--- config.mk ---
export PLATFORM = sky130hd
export DESIGN_NAME = tcc_top
export DESIGN_NICKNAME = d
export VERILOG_FILES = /design/src/design/tcc_pkg.sv /design/src/design/tcc_sync_edge.sv /design/src/design/tcc_pin_out.sv /design/src/design/tcc_top.sv
export SDC_FILE = /design/constraint.sdc
export NUM_CORES = 1
export LEC_CHECK = 0
export BUFFER_PORTS_ARGS = -buffer_cell sky130_fd_sc_hd__buf_2
export CELL_PAD_IN_SITES_DETAIL_PLACEMENT = 1
export CELL_PAD_IN_SITES_GLOBAL_PLACEMENT = 1
export CORE_MARGIN = 10
export CORE_UTILIZATION = 30
export CTS_CLUSTER_DIAMETER = 100
export DETAILED_ROUTE_END_ITERATION = 8
export GPL_TIMING_DRIVEN = 0
export MAX_ROUTING_LAYER = met4
export PLACE_DENSITY = 0.66
export SLEW_MARGIN = 0
export SYNTH_ARGS = -nofsm -noshare
export SYNTH_HDL_FRONTEND = slang
export SYNTH_HIERARCHICAL = 1
export SYNTH_SLANG_ARGS = --single-unit
--- constraint.sdc ---
create_clock -name pclk -period 5.85 [get_ports pclk]
set_input_delay 0.585 -clock pclk [delete_from_list [all_inputs] [get_ports pclk]]
set_output_delay 0.585 -clock pclk [all_outputs]
set_load 0.05 [all_outputs]
--- src/design/tcc_pkg.sv ---
// Shared constants and types for the channel 3 register C capture/compare block
package tcc_pkg;

	// Bus and datapath widths
	localparam int unsigned DATA_W = 32;
	localparam int unsigned ADDR_W = 12;
	localparam int unsigned CNT_W  = 16;
	localparam int unsigned CTRL_W = 4;
	localparam int unsigned REG8_W = 8;

	// Register byte offsets
	localparam logic [ADDR_W-1:0] OFF_IO_CTRL = 12'h000;
	localparam logic [ADDR_W-1:0] OFF_MODE    = 12'h004;
	localparam logic [ADDR_W-1:0] OFF_GRC     = 12'h008;
	localparam logic [ADDR_W-1:0] OFF_STATUS  = 12'h00c;

	// Reset values
	localparam logic [CTRL_W-1:0] IO_CTRL_RST = 4'h0;
	localparam logic [CNT_W-1:0]  GRC_RST     = 16'h0000;

	// Field positions
	localparam int unsigned MODE_BUF_BIT  = 0;
	localparam int unsigned ST_CAPT_BIT   = 0;
	localparam int unsigned ST_MATCH_BIT  = 1;
	localparam int unsigned ST_PIN_LVL    = 2;
	localparam int unsigned ST_PIN_EN     = 3;
	localparam int unsigned ST_PIN_IN     = 4;

	// Control field of register C
	typedef struct packed {
		logic role_select_bit;
		logic level_or_source_bit;
		logic action_high_bit;
		logic action_low_bit;
	} tcc_ctrl_s;

	// Role of register C
	typedef enum logic [2:0] {
		MODE_OFF    = 3'b000,
		MODE_OC     = 3'b001,
		MODE_IC_PIN = 3'b010,
		MODE_IC_CH4 = 3'b011,
		MODE_BUFFER = 3'b100
	} tcc_mode_e;

	// Pin action at compare match
	typedef enum logic [1:0] {
		ACT_NONE   = 2'b00,
		ACT_LOW    = 2'b01,
		ACT_HIGH   = 2'b10,
		ACT_TOGGLE = 2'b11
	} tcc_act_e;

	// Synchronised pin edges
	typedef struct packed {
		logic rise;
		logic fall;
	} tcc_edge_s;

endpackage : tcc_pkg

--- src/design/tcc_sync_edge.sv ---
// Two-stage pin synchroniser with registered edge pulses
`timescale 1ns/1ps
module tcc_sync_edge (
	// Clock and reset
	input  wire logic            pclk,
	input  wire logic            presetn,
	// Asynchronous pin
	input  wire logic            pin_i,
	// Synchronised results
	output logic                 level_q,
	output tcc_pkg::tcc_edge_s   edge_q
);

	logic               meta_q;
	logic               prev_q;
	tcc_pkg::tcc_edge_s edge_d;

	// Edges compare the second stage with its delayed copy prev_q, never the first
	always_comb begin
		edge_d.rise = level_q & ~prev_q;
		edge_d.fall = ~level_q & prev_q;
	end

	always_ff @(posedge pclk or negedge presetn) begin
		if (!presetn) begin
			meta_q  <= 1'h0;
			level_q <= 1'h0;
			prev_q  <= 1'h0;
			edge_q  <= '0;
		end else begin
			meta_q  <= pin_i;
			level_q <= meta_q;
			prev_q  <= level_q;
			edge_q  <= edge_d;
		end
	end

endmodule : tcc_sync_edge

--- src/design/tcc_pin_out.sv ---
// Output-compare pin level register with initial load and match action
`timescale 1ns/1ps
module tcc_pin_out (
	// Clock and reset
	input  wire logic              pclk,
	input  wire logic              presetn,
	// Control
	input  wire logic              load_init,
	input  wire logic              init_level,
	input  wire logic              match,
	input  wire tcc_pkg::tcc_act_e act,
	// Pin level
	output logic                   level_q
);

	logic level_d;

	// A new initial level outranks a match in the same cycle
	always_comb begin
		level_d = level_q;
		if (load_init) begin
			level_d = init_level;
		end else if (match) begin
			unique case (act)
				tcc_pkg::ACT_NONE:   level_d = level_q;
				tcc_pkg::ACT_LOW:    level_d = 1'h0;
				tcc_pkg::ACT_HIGH:   level_d = 1'h1;
				tcc_pkg::ACT_TOGGLE: level_d = ~level_q;
			endcase
		end
	end

	always_ff @(posedge pclk or negedge presetn) begin
		if (!presetn) begin
			level_q <= 1'h0;
		end else begin
			level_q <= level_d;
		end
	end

endmodule : tcc_pin_out

--- src/design/tcc_top.sv ---
// Capture/compare control of timer channel 3 general register C, APB slave
`timescale 1ns/1ps
module tcc_top #(
	parameter int unsigned CNT_W = tcc_pkg::CNT_W
) (
	// Clock and reset
	input  wire logic                        pclk,
	input  wire logic                        presetn,
	// APB slave
	input  wire logic                        psel,
	input  wire logic                        penable,
	input  wire logic                        pwrite,
	input  wire logic [tcc_pkg::ADDR_W-1:0]  paddr,
	input  wire logic [tcc_pkg::DATA_W-1:0]  pwdata,
	input  wire logic [3:0]                  pstrb,
	output logic                             pready,
	output logic                             pslverr,
	output logic [tcc_pkg::DATA_W-1:0]       prdata,
	// Timer side, same clock
	input  wire logic [CNT_W-1:0]            channel3_counter,
	input  wire logic                        channel4_count_pulse,
	// Channel pin
	input  wire logic                        channel3_pin_c_i,
	output logic                             channel3_pin_c_o,
	output logic                             channel3_pin_c_oe_n,
	// Event pulses
	output logic                             capture_pulse,
	output logic                             match_pulse
);

	////////////////////////////////////////////////////////////////////////
	// Declarations

	tcc_pkg::tcc_ctrl_s              ctrl_q;
	tcc_pkg::tcc_ctrl_s              ctrl_d;
	logic                            buf_en_q;
	logic                            buf_en_d;
	logic [CNT_W-1:0]                grc_q;
	logic [CNT_W-1:0]                grc_d;
	logic                            capt_flag_q;
	logic                            capt_flag_d;
	logic                            match_flag_q;
	logic                            match_flag_d;
	logic                            eq_prev_q;
	logic                            eq_prev_d;
	logic [tcc_pkg::DATA_W-1:0]      prdata_q;
	logic [tcc_pkg::DATA_W-1:0]      prdata_d;
	logic                            capture_q;
	logic                            capture_d;
	logic                            match_q;
	logic                            match_d;
	logic                            pin_oe_n_q;
	logic                            pin_oe_n_d;

	tcc_pkg::tcc_mode_e              mode;
	tcc_pkg::tcc_act_e               act;
	tcc_pkg::tcc_ctrl_s              new_ctrl;
	tcc_pkg::tcc_edge_s              pin_edge;
	logic                            pin_level_in;
	logic                            pin_level_out;
	logic                            setup_ph;
	logic                            access_ph;
	logic                            addr_hit;
	logic                            wr_io_ctrl;
	logic                            wr_mode;
	logic                            wr_grc;
	logic                            wr_status;
	logic                            lane0;
	logic                            lane1;
	logic                            eq_now;
	logic                            capture_evt;
	logic                            load_init;
	logic                            init_level;

	////////////////////////////////////////////////////////////////////////
	// APB decode

	assign setup_ph  = psel & ~penable;
	assign access_ph = psel & penable;
	assign lane0     = pstrb[0];
	assign lane1     = pstrb[1];

	always_comb begin
		unique case (paddr)
			tcc_pkg::OFF_IO_CTRL: addr_hit = 1'h1;
			tcc_pkg::OFF_MODE:    addr_hit = 1'h1;
			tcc_pkg::OFF_GRC:     addr_hit = 1'h1;
			tcc_pkg::OFF_STATUS:  addr_hit = 1'h1;
			default:              addr_hit = 1'h0;
		endcase
	end

	// Zero-wait slave: read data is staged during setup
	assign pready  = 1'h1;
	assign pslverr = access_ph & ~addr_hit;
	assign prdata  = prdata_q;

	assign wr_io_ctrl = access_ph & pwrite & (paddr == tcc_pkg::OFF_IO_CTRL) & lane0;
	assign wr_mode    = access_ph & pwrite & (paddr == tcc_pkg::OFF_MODE) & lane0;
	assign wr_grc     = access_ph & pwrite & (paddr == tcc_pkg::OFF_GRC);
	assign wr_status  = access_ph & pwrite & (paddr == tcc_pkg::OFF_STATUS) & lane0;

	////////////////////////////////////////////////////////////////////////
	// Role decode

	always_comb begin
		if (buf_en_q) begin
			mode = tcc_pkg::MODE_BUFFER;
		end else if (!ctrl_q.role_select_bit) begin
			if (ctrl_q.action_high_bit | ctrl_q.action_low_bit) begin
				mode = tcc_pkg::MODE_OC;
			end else begin
				mode = tcc_pkg::MODE_OFF;
			end
		end else if (ctrl_q.level_or_source_bit) begin
			mode = tcc_pkg::MODE_IC_CH4;
		end else begin
			mode = tcc_pkg::MODE_IC_PIN;
		end
	end

	assign act = tcc_pkg::tcc_act_e'({ctrl_q.action_high_bit, ctrl_q.action_low_bit});

	////////////////////////////////////////////////////////////////////////
	// Pin input and capture trigger

	tcc_sync_edge u_sync (
		.pclk    (pclk),
		.presetn (presetn),
		.pin_i   (channel3_pin_c_i),
		.level_q (pin_level_in),
		.edge_q  (pin_edge)
	);

	always_comb begin
		capture_evt = 1'h0;
		unique case (mode)
			tcc_pkg::MODE_IC_PIN: begin
				if (ctrl_q.action_high_bit) begin
					capture_evt = pin_edge.rise | pin_edge.fall;
				end else if (ctrl_q.action_low_bit) begin
					capture_evt = pin_edge.fall;
				end else begin
					capture_evt = pin_edge.rise;
				end
			end
			tcc_pkg::MODE_IC_CH4: capture_evt = channel4_count_pulse;
			tcc_pkg::MODE_OFF:    capture_evt = 1'h0;
			tcc_pkg::MODE_OC:     capture_evt = 1'h0;
			tcc_pkg::MODE_BUFFER: capture_evt = 1'h0;
			default:              capture_evt = 1'h0;
		endcase
	end

	////////////////////////////////////////////////////////////////////////
	// Compare match and pin output

	assign eq_now = (channel3_counter == grc_q);

	// Match fires once on entering equality, so a stopped counter does not toggle forever
	always_comb begin
		eq_prev_d = eq_now;
		match_d   = (mode == tcc_pkg::MODE_OC) & eq_now & ~eq_prev_q;
	end

	// Initial level is applied when software writes a compare code
	assign new_ctrl   = tcc_pkg::tcc_ctrl_s'(pwdata[tcc_pkg::CTRL_W-1:0]);
	assign init_level = new_ctrl.level_or_source_bit;
	assign load_init  = wr_io_ctrl & ~new_ctrl.role_select_bit
		& (new_ctrl.action_high_bit | new_ctrl.action_low_bit);

	tcc_pin_out u_pin (
		.pclk       (pclk),
		.presetn    (presetn),
		.load_init  (load_init),
		.init_level (init_level),
		.match      (match_q),
		.act        (act),
		.level_q    (pin_level_out)
	);

	// Driving only in active compare role; buffer mode and capture release the pin
	always_comb begin
		pin_oe_n_d = ~(mode == tcc_pkg::MODE_OC);
	end

	assign channel3_pin_c_o    = pin_level_out;
	assign channel3_pin_c_oe_n = pin_oe_n_q;
	assign capture_pulse       = capture_q;
	assign match_pulse         = match_q;

	////////////////////////////////////////////////////////////////////////
	// Register next values

	always_comb begin
		ctrl_d       = ctrl_q;
		buf_en_d     = buf_en_q;
		grc_d        = grc_q;
		capt_flag_d  = capt_flag_q;
		match_flag_d = match_flag_q;
		capture_d    = capture_evt;
		if (wr_io_ctrl) begin
			ctrl_d = new_ctrl;
		end
		if (wr_mode) begin
			buf_en_d = pwdata[tcc_pkg::MODE_BUF_BIT];
		end
		if (wr_grc) begin
			if (lane0) begin
				grc_d[7:0] = pwdata[7:0];
			end
			if (lane1) begin
				grc_d[CNT_W-1:8] = pwdata[CNT_W-1:8];
			end
		end
		// Capture outranks a software write to the same register
		if (capture_evt) begin
			grc_d = channel3_counter;
		end
		// Write one to clear; a new event in the same cycle wins
		if (wr_status && pwdata[tcc_pkg::ST_CAPT_BIT]) begin
			capt_flag_d = 1'h0;
		end
		if (wr_status && pwdata[tcc_pkg::ST_MATCH_BIT]) begin
			match_flag_d = 1'h0;
		end
		if (capture_evt) begin
			capt_flag_d = 1'h1;
		end
		if (match_q) begin
			match_flag_d = 1'h1;
		end
	end

	////////////////////////////////////////////////////////////////////////
	// Read data staging

	always_comb begin
		prdata_d = prdata_q;
		if (setup_ph) begin
			prdata_d = '0;
			if (!pwrite) begin
				unique case (paddr)
					tcc_pkg::OFF_IO_CTRL: begin
						prdata_d[tcc_pkg::CTRL_W-1:0] = ctrl_q;
					end
					tcc_pkg::OFF_MODE: begin
						prdata_d[tcc_pkg::MODE_BUF_BIT] = buf_en_q;
					end
					tcc_pkg::OFF_GRC: begin
						prdata_d[CNT_W-1:0] = grc_q;
					end
					tcc_pkg::OFF_STATUS: begin
						prdata_d[tcc_pkg::ST_CAPT_BIT]  = capt_flag_q;
						prdata_d[tcc_pkg::ST_MATCH_BIT] = match_flag_q;
						prdata_d[tcc_pkg::ST_PIN_LVL]   = pin_level_out;
						prdata_d[tcc_pkg::ST_PIN_EN]    = ~pin_oe_n_q;
						prdata_d[tcc_pkg::ST_PIN_IN]    = pin_level_in;
					end
					default: begin
						prdata_d = '0;
					end
				endcase
			end
		end
	end

	////////////////////////////////////////////////////////////////////////
	// State registers

	always_ff @(posedge pclk or negedge presetn) begin
		if (!presetn) begin
			ctrl_q       <= tcc_pkg::IO_CTRL_RST;
			buf_en_q     <= 1'h0;
			grc_q        <= tcc_pkg::GRC_RST;
			capt_flag_q  <= 1'h0;
			match_flag_q <= 1'h0;
			eq_prev_q    <= 1'h1;
			prdata_q     <= '0;
			capture_q    <= 1'h0;
			match_q      <= 1'h0;
			pin_oe_n_q   <= 1'h1;
		end else begin
			ctrl_q       <= ctrl_d;
			buf_en_q     <= buf_en_d;
			grc_q        <= grc_d;
			capt_flag_q  <= capt_flag_d;
			match_flag_q <= match_flag_d;
			eq_prev_q    <= eq_prev_d;
			prdata_q     <= prdata_d;
			capture_q    <= capture_d;
			match_q      <= match_d;
			pin_oe_n_q   <= pin_oe_n_d;
		end
	end

endmodule : tcc_top

==> metrics.txt <==
CTS clock-pin slew for the worst setup and hold paths approximately 80 ps; critical path data arrival time roughly 2700 ps; Max-Cap Viols 0; CTS tree yes; initial detailed-routing violation count 50; endpoint of the worst hold path u_sync/level_q$_DFF_PN0_; largest net degree at the start of global routing 50; Register-to-Register Setup Slack 3500 ps; RSZ-0062 raised after global routing false; cell family with most CP delay simple AND/OR/NAND/NOR gates; Skew-Pair Late Insertion Delay 300 ps; area of all placed cells without fillers between 3000 and 4000 sq um; min Tclk post-route 2490 ps; reported leakage power 1.52 nW; critical path cell sequence buf_2 > or4_4 > nor4_4 > mux2_2 > mux2_1; IO Count 109; # nets final 377; final antenna diode count 0; share of cells above drive strength 1 45.1%; number of flops mapped to enable cells by yosys 0; element type at the critical path start input pin; Post-Synthesis Cells 211; total overflow reported by the global router 0; floorplan die height 112 um; total via count in the routed design between 1500 and 2000; yosys synthesis warning count 6; area share of the leading cell type in the synthesized netlist between 40% and 50%; post-cts gate resize count 0; accumulated negative setup slack 0 ps; final clock skew between 4 and 5 ps; maximum achievable frequency 0.402 GHz; library cell with the highest instance count after synthesis dfrtp_1; PwrDens ~210 nW/um^2; worst reg2reg endpoint grc_q[2]$_DFFE_PN0P_; Placer Congestion between 0.7 and 0.8; overall routing resource usage 11.7%; Routed WL 7000 um; Sw Ratio 26.6%; post-synthesis to final-layout area growth 25.2%; nature of the critical path endpoint flip-flop; Die W 112 um; number of nets with antenna violations after detailed routing 0; Die Area 12500 sq um; via count of the first global-routing pass 2190; clock network power share a little under a third; number of port buffers 73; Crit path largest cell delay 690 ps; Row Count 33; WL/cell 17.0 um; asr flop ratio synth 100%; Worst VDD drop 91.5 uV; Cell Int Power 0.000482 W; Reg2Reg Depth 6; final clock period utilization by the worst path about 43%; launching point of the worst reg2reg path act[0]$_DFFE_PN0P_; number of remaining DRC errors 0; number of endpoints with negative hold slack in the final report 0; area inside the core boundary ~8200 sq um; Pins Over Slew Limit 0; Final Setup Violations 0; dominant register cell in the synthesized netlist dfrtp_1; worst path required time between 6000 and 7000 ps; Post-synth top cells 47 x dfrtp_1, 30 x mux2_2, 17 x buf_4; routed vias/inst between 4 and 5; number of distinct library cells after synthesis 38; cells taking the most area after synthesis dfrtp_1 46%, mux2_2 13%, xnor2_1 5.5%; Setup CP Type in -> reg; post-synthesis area per instance about 12 sq um; number of antenna violations at the first check in global routing 0; buffer depth of the longest clock path 2; Initial Utilization 30.9%; cell area after synthesis 2540 sq um; H-tree depth 2; buffers plus inverters on the worst setup path 1; part of the Yosys area used for sequential elements 48.4%; number of post-CTS setup repair buffers 0; number of detailed-routing iterations run before antenna repair 4; outcome finished, final reports clean; largest driver fanout on the critical path 8; worst slew margin relative to its limit 24.8%; number of buffers inserted by hold repair at cts 0; wire length of the first global-routing pass 11800 um; buffer cell driving the clock tree root clkbuf_8; Worst Max-Slew Pin Slew 1130 ps; # clock sinks 49; Placed Instance Area between 3000 and 4000 sq um; Worst Min Path Start u_sync/meta_q$_DFF_PN0_; number of clock buffers inserted by TritonCTS 5; number of cells on the worst hold path 0; part of the power in registers 53.7%; library cell contributing the largest single delay on the critical path nor4_4; post-synthesis sequential element count a little under 50; top cell type by total area after synthesis dfrtp_1; Hold/Removal Path Class reg -> reg; combinational group share of total power between 10% and 20%; net switching power 0.000175 W; hpwl dp 5680 um
[area by class of cell]
class / instances / area (sq um)
plain buffers: 25 / 160
clock buffers: 7 / 86.3
fillers: 953 / 5040
inverters: 4 / 15.0
multi-input cells: 148 / 1190
flip-flops and latches: 49 / 1230
well taps: 105 / 131
repair buffers: 73 / 365
[placed cells by master, fill, tap and decap left out, drive strengths merged, types with 2 or more instances in the layout]
master	synthesis	layout
nand3	3	3
nand4	7	7
a22o	11	11
dfrtp	47	47
nor3b	3	3
nor4	5	5
mux2	39	39
or4	2	2
xnor2	16	16
clkbuf	4	11
buf	21	94
conb	2	17
mux2i	3	3
nand2b	2	2
nand2	10	10
and3	2	2
o21ai	8	8
dfstp	2	2
inv	4	4
a31oi	2	2
nor2	5	5
[logic make-up after synthesis]
group,count (synthesis),synth area share (%)
compound gates,26,7.59
xor+xnor,16,5.52
buf+inv,29,6.90
flops,49,48.4
mux,43,19.4
other cells,2,0.296
simple gates,46,12.0
[flip-flops by register name, summed over array words and instances, names as in the netlist, 2 cells and up]
name and cells:
u_sync/edge_q 2, prdata 16, grc_q 16, ctrl_q 2
act 2
[power by group through the flow]
| stage | Clock (W) | Sequential [W] | Combinational, W |
|---|---|---|---|
| after floorplan | 0 | 0.000358 | 0.0000655 |
| after global placement | 0 | 0.000359 | 0.000101 |
| after detailed placement | 0 | 0.000359 | 0.000103 |
| after CTS | 0.000208 | 0.000353 | 0.000103 |
| after global routing | 0.000225 | 0.000354 | 0.000113 |
| final | 0.000202 | 0.000352 | 0.000103 |
[per-layer routing]
layer  up-vias  part of all wire, %  track usage (%)
met1       946                   47             15.0
li1        913                    -                -
met2        61                   46             18.1
met3         5                  6.1             3.78
met4         0                 0.56             1.78
met5         -                    0                -
[metrics by stage]
stage                     total power (W)  hold WS (ps)  utilization [%]  setup slack (ps)  instances
final                            0.000657           358             38.7              3360        411
after global routing             0.000692           370             38.7              3310        411
after CTS                        0.000664           358             38.7              3350        411
after detailed placement         0.000462           339             37.6              3030        404
after global placement           0.000460           334             37.6              3070        404
after floorplan                  0.000423           289                -              3440        226
[how the worst max path moves through the flow]
stage              from                    end  depth (start not counted)
5_1_grt        paddr[9]   grc_q[9]$_DFFE_PN0P_                          5
2_1_floorplan  paddr[9]  grc_q[10]$_DFFE_PN0P_                          4
4_1_cts        paddr[9]   grc_q[9]$_DFFE_PN0P_                          5
3_5_place_dp   paddr[9]   grc_q[9]$_DFFE_PN0P_                          5
3_3_place_gp   paddr[9]  grc_q[13]$_DFFE_PN0P_                          5
6_report       paddr[9]   grc_q[9]$_DFFE_PN0P_                          5
(Power assumes the default switching activity.)
